**src/common/sys_ctrl_priority_consts.svh**
```systemverilog
// Register map, field layout and fixed-bit constants of the priority slice
// Overview of operation
// Control bit 10 set ignores stack limit faults at negative requested priority.
// Control bit 8 set ignores precise bus faults at negative priority.
// Control bit 4 set enables divide-by-zero usage fault.
// Control bit 3 set traps unaligned word and halfword accesses.
// Control bit 1 clear faults unprivileged trigger writes; set allows pending.
// Control bits 10, 4, 3, 1 keep one copy per Security state.
// Precise bus fault ignore bit is one copy shared by both states.
// Priority registers hold levels 0 to 255 per configurable handler.
// Priority registers accept byte accesses as well as word accesses.
// Only bits 7 down to M stored; low M bits read zero.
// First register: mem 7:0, bus 15:8, usage 23:16, secure 31:24.
// Secure fault priority is read-zero, write-ignored from Non-secure.
// Bus fault priority read-zero from Non-secure when routing bit is 0.
// Usage, memory-management and supervisor-call priorities banked per state.
// Second register: supervisor-call priority 31:24, rest reserved.
// Third register holds pended-service and system tick priorities.
// Third register: tick 31:24, pended-service 23:16, 15:0 reserved.
// Cache/predictor bits read zero; bits 9 and 0 read one.
// Unimplemented low bit count M is a fixed build parameter.
`ifndef SYS_CTRL_PRIORITY_CONSTS_SVH
`define SYS_CTRL_PRIORITY_CONSTS_SVH
`define ADDR_CTRL 4'h0
`define ADDR_PRI1 4'h4
`define ADDR_PRI2 4'h8
`define ADDR_PRI3 4'hC
`define ADDR_EVT_STAT 4'h0
`define BIT_STK_IGN 10
`define BIT_BUS_IGN 8
`define BIT_DIV_TRAP 4
`define BIT_UNAL_TRAP 3
`define BIT_UNPRIV_PEND 1
`define CTRL_FIXED_ONES 32'h0000_0201
`define CTRL_BANKED_MASK 32'h0000_041A
`define PRI_LOW_BITS 4
`define EVT_COUNT 3
`define LANE_MEM 0
`define LANE_BUS 1
`define LANE_USAGE 2
`define LANE_SECURE 3
`define LANE_SVC 3
`define LANE_PEND 2
`define LANE_TICK 3
`define EVT_EN_LANE 2
`define EVT_CLR_LANE 3
`define EVT_EN_LSB 16
`define EVT_CLR_LSB 24
`endif

```
**src/common/sys_ctrl_priority_pkg.sv**
```systemverilog
// Types shared by the priority slice
package sys_ctrl_priority_pkg;
  typedef logic [7:0] prio_t;
  typedef logic [31:0] word_t;
  typedef enum logic [1:0] {
    REG_CTRL = 2'b00,
    REG_PRI1 = 2'b01,
    REG_PRI2 = 2'b10,
    REG_PRI3 = 2'b11
  } reg_sel_e;
endpackage

```
**src/verilog/sys_ctrl_priority_regs.sv**
```systemverilog
// Control register and system handler priority registers
`timescale 1ns/10ps
`include "sys_ctrl_priority_consts.svh"
module sys_ctrl_priority_regs (
  // Clock and reset
  input wire logic ref_clk,
  input wire logic rst_n,
  // Avalon-MM slave; address is a byte address
  input wire logic [3:0] address,
  input wire logic read,
  input wire logic write,
  input wire logic [3:0] byteenable,
  input wire logic [31:0] writedata,
  output logic [31:0] readdata,
  output logic waitrequest,
  // Security context of the access and routing control
  input wire logic accessSecure,
  input wire logic busFaultNonsecureRoute,
  // Core fault conditions, same clock domain
  input wire logic execSecure,
  input wire logic negativePriority,
  input wire logic stackLimitViolation,
  input wire logic preciseBusError,
  input wire logic divideByZero,
  input wire logic unalignedAccess,
  input wire logic unprivTriggerWrite,
  // Resulting fault and permission strobes
  output logic stackLimitFault,
  output logic preciseBusFault,
  output logic divideZeroFault,
  output logic unalignedFault,
  output logic triggerFault,
  output logic triggerPend,
  // Priority values for the exception logic
  output logic [7:0] memFaultPrioSec,
  output logic [7:0] memFaultPrioNs,
  output logic [7:0] busFaultPrio,
  output logic [7:0] usageFaultPrioSec,
  output logic [7:0] usageFaultPrioNs,
  output logic [7:0] secureFaultPrio,
  output logic [7:0] svCallPrioSec,
  output logic [7:0] svCallPrioNs,
  output logic [7:0] pendedServicePrioSec,
  output logic [7:0] pendedServicePrioNs,
  output logic [7:0] tickTimerPrioSec,
  output logic [7:0] tickTimerPrioNs,
  // Fault event interrupt
  output logic irq
);

  localparam int M = `PRI_LOW_BITS;
  localparam int EV = `EVT_COUNT;

  // Banked control bits: index 1 secure, 0 non-secure
  logic [31:0] ctrlBank_reg [2];
  logic busIgn_reg;
  // Per-bank priority copies: index 1 secure, 0 non-secure
  logic [7:0] memPrio_reg [2];
  logic [7:0] usagePrio_reg [2];
  logic [7:0] svcPrio_reg [2];
  logic [7:0] pendPrio_reg [2];
  logic [7:0] tickPrio_reg [2];
  logic [7:0] busPrio_reg;
  logic [7:0] securePrio_reg;
  logic ackPending_reg;
  logic [EV-1:0] evtStatus_reg;
  logic [EV-1:0] evtEnable_reg;
  logic [EV-1:0] evtRaise;
  logic [EV-1:0] evtClear;
  logic bank;
  logic wrEn;
  logic [31:0] ctrlView;
  logic [31:0] rdNext;
  sys_ctrl_priority_pkg::reg_sel_e regSel;
  // Control word of the executing state and the control write strobe
  logic [31:0] execCtrl;
  logic ctrlWr;
  // Faults that an ignore bit swallowed, and trigger writes refused for a missing pend permission
  logic stackIgnored;
  logic busIgnored;
  logic triggerRefused;

  // Keep implemented bits only, low bits forced zero
  function automatic logic [7:0] trimPrio(input logic [7:0] v);
    trimPrio = {v[7:M], {M{1'b0}}};
  endfunction

  // Byte merge for one priority field in a given lane
  function automatic logic [7:0] mergeLane(input logic [7:0] old,
      input logic [31:0] wd, input logic [3:0] be, input int lane);
    mergeLane = be[lane] ? trimPrio(wd[lane*8 +: 8]) : old;
  endfunction

  assign bank = accessSecure;
  // One wait cycle then acknowledge; registered answer
  assign wrEn = write & ackPending_reg;
  assign regSel = sys_ctrl_priority_pkg::reg_sel_e'(address[3:2]);
  assign ctrlWr = wrEn && regSel == sys_ctrl_priority_pkg::REG_CTRL;
  // Fault paths follow the executing state, not the accessing one
  assign execCtrl = ctrlBank_reg[execSecure];

  // Two-phase handshake: request seen, then acknowledged
  always_ff @(posedge ref_clk) begin
    if (!rst_n) begin
      ackPending_reg <= 1'b0;
    end else if (ackPending_reg) begin
      ackPending_reg <= 1'b0;
    end else begin
      ackPending_reg <= read | write;
    end
  end

  // Low exactly in the cycle after a request is first seen
  always_ff @(posedge ref_clk) begin
    if (!rst_n) begin
      waitrequest <= 1'b1;
    end else begin
      waitrequest <= ~((read | write) & ~ackPending_reg);
    end
  end

  // Control register writes: banked bits into the accessing bank
  always_ff @(posedge ref_clk) begin
    if (!rst_n) begin
      ctrlBank_reg[0] <= 32'h0000_0000;
      ctrlBank_reg[1] <= 32'h0000_0000;
      busIgn_reg <= 1'b0;
    end else if (ctrlWr) begin
      ctrlBank_reg[bank] <= writedata & `CTRL_BANKED_MASK;
      if (bank) begin
        busIgn_reg <= writedata[`BIT_BUS_IGN];
      end
    end
  end

  // Priority registers
  always_ff @(posedge ref_clk) begin
    if (!rst_n) begin
      for (int b = 0; b < 2; b++) begin
        memPrio_reg[b] <= 8'h00;
        usagePrio_reg[b] <= 8'h00;
        svcPrio_reg[b] <= 8'h00;
        pendPrio_reg[b] <= 8'h00;
        tickPrio_reg[b] <= 8'h00;
      end
      busPrio_reg <= 8'h00;
      securePrio_reg <= 8'h00;
    end else if (wrEn) begin
      unique case (regSel)
        sys_ctrl_priority_pkg::REG_PRI1: begin
          memPrio_reg[bank] <= mergeLane(memPrio_reg[bank], writedata,
            byteenable, `LANE_MEM);
          usagePrio_reg[bank] <= mergeLane(usagePrio_reg[bank],
            writedata, byteenable, `LANE_USAGE);
          if (bank || busFaultNonsecureRoute) begin
            busPrio_reg <= mergeLane(busPrio_reg, writedata, byteenable,
              `LANE_BUS);
          end
          if (bank) begin
            securePrio_reg <= mergeLane(securePrio_reg, writedata,
              byteenable, `LANE_SECURE);
          end
        end
        sys_ctrl_priority_pkg::REG_PRI2: begin
          svcPrio_reg[bank] <= mergeLane(svcPrio_reg[bank], writedata,
            byteenable, `LANE_SVC);
        end
        sys_ctrl_priority_pkg::REG_PRI3: begin
          pendPrio_reg[bank] <= mergeLane(pendPrio_reg[bank], writedata,
            byteenable, `LANE_PEND);
          tickPrio_reg[bank] <= mergeLane(tickPrio_reg[bank], writedata,
            byteenable, `LANE_TICK);
        end
        sys_ctrl_priority_pkg::REG_CTRL: begin
        end
      endcase
    end
  end

  // Control view: cache bits zero, fixed ones in bits 9 and 0
  always_comb begin
    ctrlView = ctrlBank_reg[bank] | `CTRL_FIXED_ONES;
    ctrlView[`BIT_BUS_IGN] = busIgn_reg;
  end

  // Read mux: fields hidden from the accessing state read zero
  always_comb begin
    rdNext = 32'h0000_0000;
    unique case (regSel)
      sys_ctrl_priority_pkg::REG_CTRL: rdNext = ctrlView;
      sys_ctrl_priority_pkg::REG_PRI1: begin
        rdNext[7:0] = memPrio_reg[bank];
        rdNext[15:8] = (bank || busFaultNonsecureRoute) ?
          busPrio_reg : 8'h00;
        rdNext[23:16] = usagePrio_reg[bank];
        rdNext[31:24] = bank ? securePrio_reg : 8'h00;
      end
      sys_ctrl_priority_pkg::REG_PRI2: rdNext[31:24] = svcPrio_reg[bank];
      sys_ctrl_priority_pkg::REG_PRI3: begin
        rdNext[23:16] = pendPrio_reg[bank];
        rdNext[31:24] = tickPrio_reg[bank];
      end
    endcase
  end

  // Captured while waiting so the data stands at the accepting edge
  always_ff @(posedge ref_clk) begin
    if (!rst_n) begin
      readdata <= 32'h0000_0000;
    end else if (read & ~ackPending_reg) begin
      readdata <= rdNext;
    end
  end

  // Fault qualification from the executing state's bank; the bus fault uses the shared ignore bit
  // Stack limit fault, dropped at negative priority when ignored
  always_ff @(posedge ref_clk) begin
    if (!rst_n) begin
      stackLimitFault <= 1'b0;
    end else begin
      stackLimitFault <= stackLimitViolation &
        ~(negativePriority & execCtrl[`BIT_STK_IGN]);
    end
  end

  // Precise bus fault; the ignore bit is shared by both states
  always_ff @(posedge ref_clk) begin
    if (!rst_n) begin
      preciseBusFault <= 1'b0;
    end else begin
      preciseBusFault <= preciseBusError &
        ~(negativePriority & busIgn_reg);
    end
  end

  // Divide-by-zero usage fault
  always_ff @(posedge ref_clk) begin
    if (!rst_n) begin
      divideZeroFault <= 1'b0;
    end else begin
      divideZeroFault <= divideByZero & execCtrl[`BIT_DIV_TRAP];
    end
  end

  // Unaligned access trap
  always_ff @(posedge ref_clk) begin
    if (!rst_n) begin
      unalignedFault <= 1'b0;
    end else begin
      unalignedFault <= unalignedAccess & execCtrl[`BIT_UNAL_TRAP];
    end
  end

  // Unprivileged trigger write: refused or allowed to pend, never both
  always_ff @(posedge ref_clk) begin
    if (!rst_n) begin
      triggerFault <= 1'b0;
      triggerPend <= 1'b0;
    end else begin
      triggerFault <= triggerRefused;
      triggerPend <= unprivTriggerWrite &
        execCtrl[`BIT_UNPRIV_PEND];
    end
  end

  // Priorities out, registered copies already trimmed on write.
  // The extra cycle keeps the exception logic off the bus decode path.
  // Memory-management fault priority, both banks
  always_ff @(posedge ref_clk) begin
    if (!rst_n) begin
      memFaultPrioSec <= 8'h00;
      memFaultPrioNs <= 8'h00;
    end else begin
      memFaultPrioSec <= memPrio_reg[1];
      memFaultPrioNs <= memPrio_reg[0];
    end
  end

  // Usage fault priority, both banks
  always_ff @(posedge ref_clk) begin
    if (!rst_n) begin
      usageFaultPrioSec <= 8'h00;
      usageFaultPrioNs <= 8'h00;
    end else begin
      usageFaultPrioSec <= usagePrio_reg[1];
      usageFaultPrioNs <= usagePrio_reg[0];
    end
  end

  // Bus fault priority, one shared copy
  always_ff @(posedge ref_clk) begin
    if (!rst_n) begin
      busFaultPrio <= 8'h00;
    end else begin
      busFaultPrio <= busPrio_reg;
    end
  end

  // Secure fault priority, Secure side only
  always_ff @(posedge ref_clk) begin
    if (!rst_n) begin
      secureFaultPrio <= 8'h00;
    end else begin
      secureFaultPrio <= securePrio_reg;
    end
  end

  // Supervisor call priority, both banks
  always_ff @(posedge ref_clk) begin
    if (!rst_n) begin
      svCallPrioSec <= 8'h00;
      svCallPrioNs <= 8'h00;
    end else begin
      svCallPrioSec <= svcPrio_reg[1];
      svCallPrioNs <= svcPrio_reg[0];
    end
  end

  // Pended service priority, both banks
  always_ff @(posedge ref_clk) begin
    if (!rst_n) begin
      pendedServicePrioSec <= 8'h00;
      pendedServicePrioNs <= 8'h00;
    end else begin
      pendedServicePrioSec <= pendPrio_reg[1];
      pendedServicePrioNs <= pendPrio_reg[0];
    end
  end

  // Tick timer priority, both banks
  always_ff @(posedge ref_clk) begin
    if (!rst_n) begin
      tickTimerPrioSec <= 8'h00;
      tickTimerPrioNs <= 8'h00;
    end else begin
      tickTimerPrioSec <= tickPrio_reg[1];
      tickTimerPrioNs <= tickPrio_reg[0];
    end
  end

  // Sticky events: ignored stack fault, ignored bus fault, trigger fault.
  // Enable and clear ride on the control word's upper reserved lanes,
  // which software otherwise sees as zero.
  assign stackIgnored = stackLimitViolation & negativePriority &
    execCtrl[`BIT_STK_IGN];
  assign busIgnored = preciseBusError & negativePriority & busIgn_reg;
  assign triggerRefused = unprivTriggerWrite & ~execCtrl[`BIT_UNPRIV_PEND];
  assign evtRaise = {triggerRefused, busIgnored, stackIgnored};
  assign evtClear = (ctrlWr && byteenable[`EVT_CLR_LANE] && bank) ?
    writedata[`EVT_CLR_LSB +: EV] : '0;

  always_ff @(posedge ref_clk) begin
    if (!rst_n) begin
      evtStatus_reg <= '0;
    end else begin
      // Raise wins over a clear in the same cycle
      evtStatus_reg <= (evtStatus_reg & ~evtClear) | evtRaise;
    end
  end

  // Enable writes come from the Secure state only
  always_ff @(posedge ref_clk) begin
    if (!rst_n) begin
      evtEnable_reg <= '0;
    end else if (ctrlWr && byteenable[`EVT_EN_LANE] && bank) begin
      evtEnable_reg <= writedata[`EVT_EN_LSB +: EV];
    end
  end

  // Next status feeds irq so it rises together with the fault strobes
  always_ff @(posedge ref_clk) begin
    if (!rst_n) begin
      irq <= 1'b0;
    end else begin
      irq <= |(((evtStatus_reg & ~evtClear) | evtRaise) & evtEnable_reg);
    end
  end

endmodule // sys_ctrl_priority_regs

```
**config.mk**
```make
export PLATFORM = sky130hd
export DESIGN_NAME = sys_ctrl_priority_regs
export DESIGN_NICKNAME = d
export VERILOG_FILES = /design/src/common/sys_ctrl_priority_pkg.sv /design/src/verilog/sys_ctrl_priority_regs.sv
export VERILOG_INCLUDE_DIRS = /design/src /design/src/common
export SDC_FILE = /design/constraint.sdc
export NUM_CORES = 1
export LEC_CHECK = 0
export BUFFER_PORTS_ARGS = -buffer_cell sky130_fd_sc_hd__buf_2
export CAP_MARGIN = 40
export CORE_MARGIN = 2
export CORE_UTILIZATION = 55
export CTS_BUF_LIST = sky130_fd_sc_hd__clkbuf_4
export DETAILED_ROUTE_END_ITERATION = 8
export GPL_ROUTABILITY_DRIVEN = 0
export GPL_TIMING_DRIVEN = 0
export PLACE_DENSITY = 0.81
export RECOVER_POWER = 50
export SLEW_MARGIN = 15
export SYNTH_ARGS = -nofsm -noshare
export SYNTH_HDL_FRONTEND = slang
export SYNTH_SLANG_ARGS = --single-unit
```
**constraint.sdc**
```tcl
create_clock -name ref_clk -period 3.04 [get_ports ref_clk]
set_clock_uncertainty 0.15 [all_clocks]
set_input_delay 0.304 -clock ref_clk [delete_from_list [all_inputs] [get_ports ref_clk]]
set_output_delay 0.304 -clock ref_clk [all_outputs]
set_load 0.01 [all_outputs]
```
==> results.toml, run 1 <==
[run_status]
status = "complete, no violations"

[global_routing]
antenna_found_initial = 1
grt_overflow_total = 0
grt_pass1_wl_mm = 34.7
track_usage = 0.274
grt_pass1_vias = 6716
grt_start_max_net_pins = 17

[synth]
postSynthCellCount = 745
proportion_of_synthesized_chip_area_in_sequential_cells = 0.629
synth_fa_ha_area_frac = 0
yosys.area_share.simple = 0.196
synth_async_sr_flop_share = 0
dominant_combinational_cell_family_by_area_after_synthesis = "simple AND/OR/NAND/NOR gates"
synth-compound-area-share = 0.0546
synth_ff_type = "sky130_fd_sc_hd__dfxtp_1"
synth_edf_count = 88
synth.area.mux_share = 0.0817
yosys.area_share.xor_xnor = 0
synth-warning-count = 0
synthesis_stage_register_bit_count = 231
synth.lib_cells_used.distinct = 49
mappedNetlistArea_sq_mm = 0.00875
syn_area_per_cell_sq_um = 11.7

[worst_hold_path]
hold_path_class = "primary input to register"

[route]
post-route-drc-count = 0
route.vias.total = 6833
drtIter0Drc = 761
post_drt_via_cell_ratio = 5.31
post_drt_wl_per_cell_um = 18.3
drt-total-wl_mm = 23.6
detail-route-antenna-nets = 0
drt-pass1-iter-count = 6

[clock_tree]
clock_tree.htree_level_count = 2
clk_pin_slew_ns = 0.07
clock-sinks = 231
insertion_delay_ns = 0.68
clock_tree.root_cell = "sky130_fd_sc_hd__clkbuf_4"
cts_tree = "built"
cts_inserted_buffers = 56
cts.repair.resized = 0
clock_path_buffers = 3

[sta]
unrepaired_setup_endpoints_after_global_routing = "false"
finalCritPeriodShare = 0.891
timing_max_transition_violations_final = 0
timing.setup.tns_ns = 0
slew_headroom = 0.447
setup_violations_final = 0
final_critical_path_setup_slack_ns = 0.333
fmax_mhz = 369
hold_violations_final = 0
final_period_minus_worst_setup_slack_ns = 2.71
worst_slew_pin_slew_ns = 0.827

[power_and_ir_drop]
power_per_cell_area_mw_per_mm2 = 594
vdd.ir_drop.worst_v = 0.000290
power.leakage_uw = 0.00426
report.power.total_uw = 6470

[finish]
finalCoreUtilization = 0.694
syn2layout_area_growth_pct = 24.6
nNetsFinal = 1075
fraction_of_final_layout_cells_sized_beyond_drive_strength_1 = 0.193
largest_reg_flops = 31
max_flop_register = "readdata"

[place]
dp_slack_ns = 0.433
place.port_buffers = 168
place.detailed.hpwl_mm = 15.9

[floorplan]
design.core.area_sq_mm = 0.0157
rows = 46
dieArea_sq_mm = 0.0169
effective_utilization_at_floorplan = 0.557
floorplan.die.height_um = 130
fp.dieW_um = 130
i_o_pins = 189

[job]
max_cap_violations = 0

[setup_path]
path_cells = "dlygate4sd3_1, clkbuf_1, and4b_1, buf_4, nand3_1, buf_2, nand2_1"
startpoint_type = "primary input"
criticalPathCategory = "primary input to register"
critPathCaptureType = "register"
critPathMaxFanout = 16
crit_arrival_ns = 2.83
critical_path.max_stage_delay_ns = 0.64
worst_ep_required_time_ns = 3.16
worst_path_max_delay_cell = "sky130_fd_sc_hd__nand2_1"
final timing paths:
path / slack, ns / endpoint / startpoint / depth (start not counted)
setup / recovery: 0.33 / tickPrio_reg[0][5]$_SDFFCE_PN0P_ / rst_n / 7
hold / removal: 0.03 / busPrio_reg[7]$_SDFFE_PN0P_ / byteenable[1] / 5
setup reg to reg: 0.36 / tickPrio_reg[0][5]$_SDFFCE_PN0P_ / ackPending_reg$_SDFF_PP0_ / 5
hold reg to reg: 0.30 / memFaultPrioSec[5]$_SDFF_PN0_ / memPrio_reg[1][5]$_SDFFCE_PN0P_ / 1
logic make-up after synthesis:
family,count (synthesis)
simple gates,317
flops,231
compound gates,69
mux,66
buf+inv,61
other cells,1
routing by layer:
metal / part of all wire / vias to the layer above / GRT usage / routed length (um)
met4: 0.025 / 0 / 0.106 / 589
met3: 0.12 / 56 / 0.0804 / 2780
met2: 0.48 / 453 / 0.454 / 11300
met1: 0.38 / 3167 / 0.339 / 8960
li1: - / 3157 / - / -
met5: 0 / - / 0 / 0
layout by cell type (no fill, tap or decap), drive strengths merged, types with 24 or more instances in the layout:
master | netlist | layout
and2 | 95 | 95
o21ai | 24 | 24
dfxtp | 143 | 143
edfxtp | 88 | 88
clkbuf | 28 | 229
buf | 29 | 80
nand2 | 42 | 42
dlygate4sd3 | 0 | 43
nor2b | 35 | 35
mux2i | 38 | 38
nor2 | 62 | 62
mux2 | 27 | 27
nor3 | 44 | 44
cell type report:
class / instances / area [sq um]
Timing Repair Buffer: 211 / 1130
Clock buffer: 84 / 631
Multi-Input combinational cell: 461 / 2920
Tap cell: 216 / 270
Sequential cell: 231 / 5510
Inverter: 4 / 15.0
Clock inverter: 22 / 114
Antenna cell: 1 / 2.50
Fill cell: 1191 / 4810
Buffer: 57 / 318
Yosys cell counts, types with 2 or more instances:
| library cell | n | share of area |
|---|---|---|
| sky130_fd_sc_hd__dfxtp_1 | 143 | 0.33 |
| sky130_fd_sc_hd__and2_1 | 94 | 0.067 |
| sky130_fd_sc_hd__edfxtp_1 | 88 | 0.30 |
| sky130_fd_sc_hd__nor2_1 | 61 | 0.026 |
| sky130_fd_sc_hd__nand2_1 | 40 | 0.017 |
| sky130_fd_sc_hd__nor3_1 | 39 | 0.022 |
| sky130_fd_sc_hd__mux2i_1 | 38 | 0.043 |
| sky130_fd_sc_hd__nor2b_1 | 35 | 0.025 |
| sky130_fd_sc_hd__clkbuf_1 | 26 | 0.011 |
| sky130_fd_sc_hd__mux2_2 | 25 | 0.032 |
| sky130_fd_sc_hd__o21ai_0 | 24 | 0.014 |
| sky130_fd_sc_hd__buf_4 | 13 | 0.011 |
| sky130_fd_sc_hd__a22oi_1 | 11 | 0.0094 |
| sky130_fd_sc_hd__and3_1 | 11 | 0.0079 |
| sky130_fd_sc_hd__nand2b_1 | 11 | 0.0079 |
| sky130_fd_sc_hd__nand3_1 | 11 | 0.0063 |
| sky130_fd_sc_hd__buf_2 | 10 | 0.0057 |
| sky130_fd_sc_hd__a21oi_1 | 6 | 0.0034 |
| sky130_fd_sc_hd__a21boi_0 | 5 | 0.0043 |
| sky130_fd_sc_hd__a32oi_1 | 5 | 0.0050 |
| sky130_fd_sc_hd__nor3_2 | 5 | 0.0057 |
| sky130_fd_sc_hd__buf_6 | 4 | 0.0051 |
| sky130_fd_sc_hd__o211ai_1 | 4 | 0.0034 |
| sky130_fd_sc_hd__o41a_1 | 4 | 0.0051 |
| sky130_fd_sc_hd__inv_1 | 3 | 0.0013 |
| sky130_fd_sc_hd__a221oi_1 | 2 | 0.0020 |
| sky130_fd_sc_hd__a22o_1 | 2 | 0.0020 |
| sky130_fd_sc_hd__clkbuf_2 | 2 | 0.0011 |
| sky130_fd_sc_hd__mux2_4 | 2 | 0.0034 |
| sky130_fd_sc_hd__nand2_2 | 2 | 0.0014 |
critical path: cells and delay by family:
kind | cells | cell delay (ns)
buf+inv | 4 | 1.29
simple gates | 3 | 1.24
metrics by stage:
step	instance area, sq um	hold slack (ns)	instances
3_5_place_dp	9890	0.304	1137
4_1_cts	11100	0.00202	1286
5_1_grt	10900	0.0243	1287
3_3_place_gp	9890	0.301	1137
2_1_floorplan	8780	0.245	753
6_report	10900	0.0303	1287
report_power, final:
part / total, uW / switching [uW] / internal [uW]
Combinational: 531 / 324 / 206
Sequential: 3360 / 47.2 / 3310
Clock: 2580 / 1230 / 1350
repair_timing:
item                       CTS  global route
buffers inserted             0             0
hold endpoints to repair    59             0
hold buffers                43             0
setup endpoints to repair    0             0
No activity file was read; power rests on OpenSTA's default activity.
==> inputs of run 2 (changes only) <==
--- a/config.mk
+++ b/config.mk
@@ -16,7 +16,6 @@
 export GPL_TIMING_DRIVEN = 0
 export PLACE_DENSITY = 0.81
 export RECOVER_POWER = 50
-export SLEW_MARGIN = 15
 export SYNTH_ARGS = -nofsm -noshare
 export SYNTH_HDL_FRONTEND = slang
 export SYNTH_SLANG_ARGS = --single-unit
==> constraint.sdc (replaced) <==
create_clock -name ref_clk -period 3.04 [get_ports ref_clk]
set_clock_uncertainty 0.15 [all_clocks]
set_input_delay 0.456 -clock ref_clk [delete_from_list [all_inputs] [get_ports ref_clk]]
set_output_delay 0.456 -clock ref_clk [all_outputs]
set_load 0.01 [all_outputs]
==> run 2 against run 1 <==
Sequential share of layout area up 0.40 points. Critical path type unchanged. Maximum frequency down 4.2%. Worst setup slack worse by 0.12 ns. Sequential power about the same. Final cell count down 0.93%. Clock power about the same. Non-clock buffer count down 12. Die area unchanged. First-iteration DRC count down 0.39%.
==> results.toml, run 2 (synthesis gave the netlist of run 1 again) <==
[global_routing]
antenna_found_initial = 1
track_usage = 0.270
grt_start_max_net_pins = 17
grt_pass1_wl_mm = 34.2
grt_overflow_total = 0
grt_pass1_vias = 6566

[power_and_ir_drop]
report.power.total_uw = 6460
vdd.ir_drop.worst_v = 0.000363
power.leakage_uw = 0.00434
power_per_cell_area_mw_per_mm2 = 597

[finish]
fraction_of_final_layout_cells_sized_beyond_drive_strength_1 = 0.220
layout.cells.most_common = "sky130_fd_sc_hd__dfxtp_1"
multiInputGateArea_sq_mm = 0.00292
finalCoreUtilization = 0.688
filler_cell_count = 1192
largest_reg_flops = 31
max_flop_register = "readdata"
syn2layout_area_growth_pct = 23.6
nNetsFinal = 1063
layout.area.seq_sq_mm = 0.00551
commonest_cells_after_routing_fill_and_taps_aside = "sky130_fd_sc_hd__dfxtp_1, sky130_fd_sc_hd__clkbuf_1, sky130_fd_sc_hd__buf_2, sky130_fd_sc_hd__edfxtp_1, sky130_fd_sc_hd__clkbuf_4"

[place]
dp_slack_ns = 0.281
place.port_buffers = 168
place.detailed.hpwl_mm = 15.9

[sta]
hold_slack_ns = 0.0274
worst_slew_pin_slew_ns = 0.840
final_period_minus_worst_setup_slack_ns = 2.82
fmax_mhz = 354
timing_max_transition_violations_final = 0
timing.setup.tns_ns = 0
setup_violations_final = 0
finalCritPeriodShare = 0.929
hold_violations_final = 0
final_critical_path_setup_slack_ns = 0.215
unrepaired_setup_endpoints_after_global_routing = "false"
slew_headroom = 0.439

[clock_tree]
clock-sinks = 231
clock_tree.root_cell = "sky130_fd_sc_hd__clkbuf_4"
cts_inserted_buffers = 56
cts.repair_timing.setup_buffer_count = 0
cts_tree = "built"
insertion_delay_ns = 0.69
clock_path_buffers = 3
clk_pin_slew_ns = 0.07
clock_tree.htree_level_count = 2

[floorplan]
i_o_pins = 189
design.core.area_sq_mm = 0.0157
dieArea_sq_mm = 0.0169
rows = 46
floorplan.die.height_um = 130
fp.dieW_um = 130
effective_utilization_at_floorplan = 0.557

[job]
max_cap_violations = 0

[setup_path]
critPathCaptureType = "register"
worst_ep_required_time_ns = 3.16
crit_arrival_ns = 2.94
critPathMaxFanout = 16
criticalPathCategory = "primary input to register"
startpoint_type = "primary input"

[route]
detail-route-antenna-nets = 0
post-route-drc-count = 0
post_drt_wl_per_cell_um = 18.2
route.vias.total = 6769
drt-total-wl_mm = 23.1
drtIter0Drc = 758
post_drt_via_cell_ratio = 5.31
drt-pass1-iter-count = 7

[worst_hold_path]
hold_path_class = "primary input to register"

[run_status]
status = "complete, no violations"
-- run 2: cell count changes in the layout (fill, tap and decap cells not counted), sizes merged --
cell / change
buf: +27
dlygate4sd3: -12
clkbuf: -27
-- run 2: area by class of cell --
class                      instances  area share
clock inverter                    22      0.0105
multi-input combinational        461       0.270
tap                              216      0.0250
buffer                            57      0.0286
sequential                       231       0.509
inverter                           4     0.00139
clock buffer                      84      0.0583
timing repair buffer             199      0.0966
antenna                            1    0.000231
-- run 2: layer usage --
layer  vias to the layer above  part of all wire  global-route usage
li1                       3133                 -                   -
met2                       429              0.48               0.445
met5                         -                 0                   0
met3                        50              0.12              0.0775
met4                         0             0.023              0.0980
met1                      3157              0.38               0.342
-- run 2: critical path, cell delays in order --
cell and delay (ns):
sky130_fd_sc_hd__dlygate4sd3_1 0.53, sky130_fd_sc_hd__buf_2 0.16, sky130_fd_sc_hd__and4b_1 0.20, sky130_fd_sc_hd__clkbuf_1 0.45
sky130_fd_sc_hd__nand3_4 0.23, sky130_fd_sc_hd__buf_2 0.26, sky130_fd_sc_hd__nand2_1 0.64
-- run 2: path summary, 6_finish.rpt --
check	slack (ns)	cells after the start	start	end
worst max-delay path	0.22	7	rst_n	tickPrio_reg[0][5]$_SDFFCE_PN0P_
worst max register to register	0.31	5	ackPending_reg$_SDFF_PP0_	tickPrio_reg[0][5]$_SDFFCE_PN0P_
worst min-delay path	0.03	4	writedata[25]	evtStatus_reg[1]$_SDFF_PN0_
worst min register to register	0.30	1	tickPrio_reg[0][3]$_SDFFCE_PN0P_	tickTimerPrioNs[3]$_SDFF_PN0_
-- run 2: stage by stage --
| step | area, sq um | cells |
|---|---|---|
| floorplan | 8780 | 753 |
| global placement | 9890 | 1137 |
| detailed placement | 9890 | 1137 |
| CTS | 10900 | 1274 |
| global route | 10800 | 1275 |
| finish | 10800 | 1275 |
-- run 2: timing repair --
| item | in CTS | in global routing |
|---|---|---|
| resized for setup | 0 | 0 |
| hold buffers | 31 | 0 |
| hold endpoints to repair | 36 | 0 |
-- run 2: power by group --
group / switching, uW / internal [uW] / leakage (uW)
registers: 46.8 / 3310 / 0.00208
clock network: 1220 / 1350 / 0.000437
logic: 321 / 203 / 0.00182
total: 1590 / 4870 / 0.00434
==> inputs of run 3 (changes only) <==
--- a/config.mk
+++ b/config.mk
@@ -8,13 +8,14 @@
 export LEC_CHECK = 0
 export BUFFER_PORTS_ARGS = -buffer_cell sky130_fd_sc_hd__buf_2
 export CAP_MARGIN = 40
+export CORE_ASPECT_RATIO = 0.7
 export CORE_MARGIN = 2
-export CORE_UTILIZATION = 55
+export CORE_UTILIZATION = 30
 export CTS_BUF_LIST = sky130_fd_sc_hd__clkbuf_4
+export CTS_CLUSTER_DIAMETER = 100
 export DETAILED_ROUTE_END_ITERATION = 8
 export GPL_ROUTABILITY_DRIVEN = 0
 export GPL_TIMING_DRIVEN = 0
-export PLACE_DENSITY = 0.81
 export RECOVER_POWER = 50
 export SYNTH_ARGS = -nofsm -noshare
 export SYNTH_HDL_FRONTEND = slang
==> run 3 against run 2 <==
Core utilization decreased by 31 points. Clock power increased by 3%. Sequential power about the same. Critical path depth decreased by 2. First-iteration DRC count decreased by 59%. Combinational power increased by 3%. Global-route usage decreased by 9.5 points. Sequential cell count unchanged. Register-to-register slack got worse by 0.12 ns. Count of clock-buffer cells in the layout increased by 2.
==> results.toml, run 3 (synthesis gave the netlist of run 1 again) <==
[sta]
finalCritPeriodShare = 0.954
hold_violations_final = 0
timing.setup.tns_ns = 0
hold_slack_ns = 0.0962
slew_headroom = 0.454
setup_violations_final = 0
worst_slew_pin_slew_ns = 0.819
fmax_mhz = 345
final_period_minus_worst_setup_slack_ns = 2.90
timing_max_transition_violations_final = 0
unrepaired_setup_endpoints_after_global_routing = "true"
final_critical_path_setup_slack_ns = 0.140

[place]
dp_slack_ns = -0.0252
place.detailed.hpwl_mm = 19.8
place.port_buffers = 168

[global_routing]
antenna_found_initial = 4
track_usage = 0.175
grt_start_max_net_pins = 17
grt_overflow_total = 0
grt_pass1_vias = 6704
grt_pass1_wl_mm = 40.3

[route]
route.vias.total = 6553
post-route-drc-count = 0
post_drt_via_cell_ratio = 4.55
drtIter0Drc = 310
post_drt_wl_per_cell_um = 18.9
drt-total-wl_mm = 27.3
detail-route-antenna-nets = 0
drt-pass1-iter-count = 5

[clock_tree]
clock_tree.root_cell = "sky130_fd_sc_hd__clkbuf_4"
clock_path_buffers = 3
cts.repair_timing.setup_buffer_count = 0
cts_inserted_buffers = 57
cts_tree = "built"
insertion_delay_ns = 0.71
clock-sinks = 231
clk_pin_slew_ns = 0.08
clock_tree.htree_level_count = 2

[run_status]
status = "complete, no violations"

[worst_hold_path]
hp-start = "execSecure"
hold_path_class = "primary input to register"

[setup_path]
r2r-start = "ackPending_reg$_SDFF_PP0_"
criticalPathCategory = "primary input to register"
worst_ep_required_time_ns = 3.13
critPathMaxFanout = 16
critical_path.max_stage_delay_ns = 0.72
worst_setup_path_startpoint = "rst_n"
crit_arrival_ns = 2.99
startpoint_type = "primary input"
path_cells = "dlygate4sd3_1, buf_2, clkbuf_1, buf_1, nand2_1"
worst_path_max_delay_cell = "sky130_fd_sc_hd__nand2_1"
critPathCaptureType = "register"

[floorplan]
rows = 52
effective_utilization_at_floorplan = 0.304
fp.dieW_um = 208
i_o_pins = 189
dieArea_sq_mm = 0.0306
floorplan.die.height_um = 147
design.core.area_sq_mm = 0.0288

[power_and_ir_drop]
vdd.ir_drop.worst_v = 0.000230
power.leakage_uw = 0.00428
power_per_cell_area_mw_per_mm2 = 594

[finish]
largest_reg_flops = 31
max_flop_register = "readdata"
commonest_cells_after_routing_fill_and_taps_aside = "sky130_fd_sc_hd__clkbuf_1, sky130_fd_sc_hd__dfxtp_1, sky130_fd_sc_hd__edfxtp_1, sky130_fd_sc_hd__and2_1, sky130_fd_sc_hd__clkbuf_4"
syn2layout_area_growth_pct = 26.0
fraction_of_final_layout_cells_sized_beyond_drive_strength_1 = 0.199
nNetsFinal = 1067

[job]
max_cap_violations = 0
run 3: changes by cell type in the layout (fill, tap and decap cells not counted), sizes merged:
| cell | delta |
|---|---|
| clkinvlp | -1 |
| clkbuf | +29 |
| diode | +2 |
| buf | -27 |
| dlygate4sd3 | +3 |
| clkinv | -3 |
run 3: cell type report:
type | count | area, sq um
Tap cell | 378 | 473
Multi-Input combinational cell | 461 | 2920
Fill cell | 2935 | 17700
Antenna cell | 3 | 7.51
Buffer | 57 | 303
Timing Repair Buffer | 202 | 1040
Clock inverter | 18 | 101
Inverter | 4 | 15.0
Sequential cell | 231 | 5510
Clock buffer | 86 | 646
run 3: final timing paths:
path | endpoint | slack, ns | cells past startpoint
hold reg to reg | evtEnable_reg[1]$_SDFFE_PN0P_ | 0.32 | 2
setup / recovery | memPrio_reg[0][1]$_SDFFCE_PN0P_ | 0.14 | 5
setup reg to reg | pendPrio_reg[1][6]$_SDFFCE_PN0P_ | 0.19 | 5
hold / removal | unalignedFault$_SDFF_PN0_ | 0.1 | 3
run 3: critical path: cells and delay by family:
| family | cells | cell delay, ns |
|---|---|---|
| and+or+nand+nor | 1 | 0.72 |
| buffers and inverters | 4 | 1.81 |
run 3: metrics by stage:
step / utilization / total power, uW / cell area [sq um] / cells
6_report: 0.383 / 6550 / 11000 / 1440
5_1_grt: 0.383 / 6850 / 11000 / 1439
4_1_cts: 0.389 / 6640 / 11200 / 1437
3_5_place_dp: 0.351 / 3950 / 10100 / 1299
3_3_place_gp: 0.351 / 3950 / 10100 / 1299
2_1_floorplan: - / 3710 / 8780 / 753
run 3: per-layer routing:
metal  global-route usage  vias to the layer above  wire length, um
met1                0.247                     3119            13000
met5                    0                        -               13
met4               0.0543                        2              549
met3               0.0562                       45             2180
met2                0.255                      244            11500
li1                     -                     3143                -
run 3: timing repair:
item / CTS / global route
gates resized for setup: 0 / 0
hold buffers: 34 / 0
endpoints found under the hold margin: 40 / 0
endpoints found under the setup margin: 0 / 4
run 3: power breakdown:
group	internal [uW]	switching, uW	leakage (uW)
Sequential	3310	45.9	0.00208
Combinational	203	339	0.00175
Clock	1380	1270	0.000446
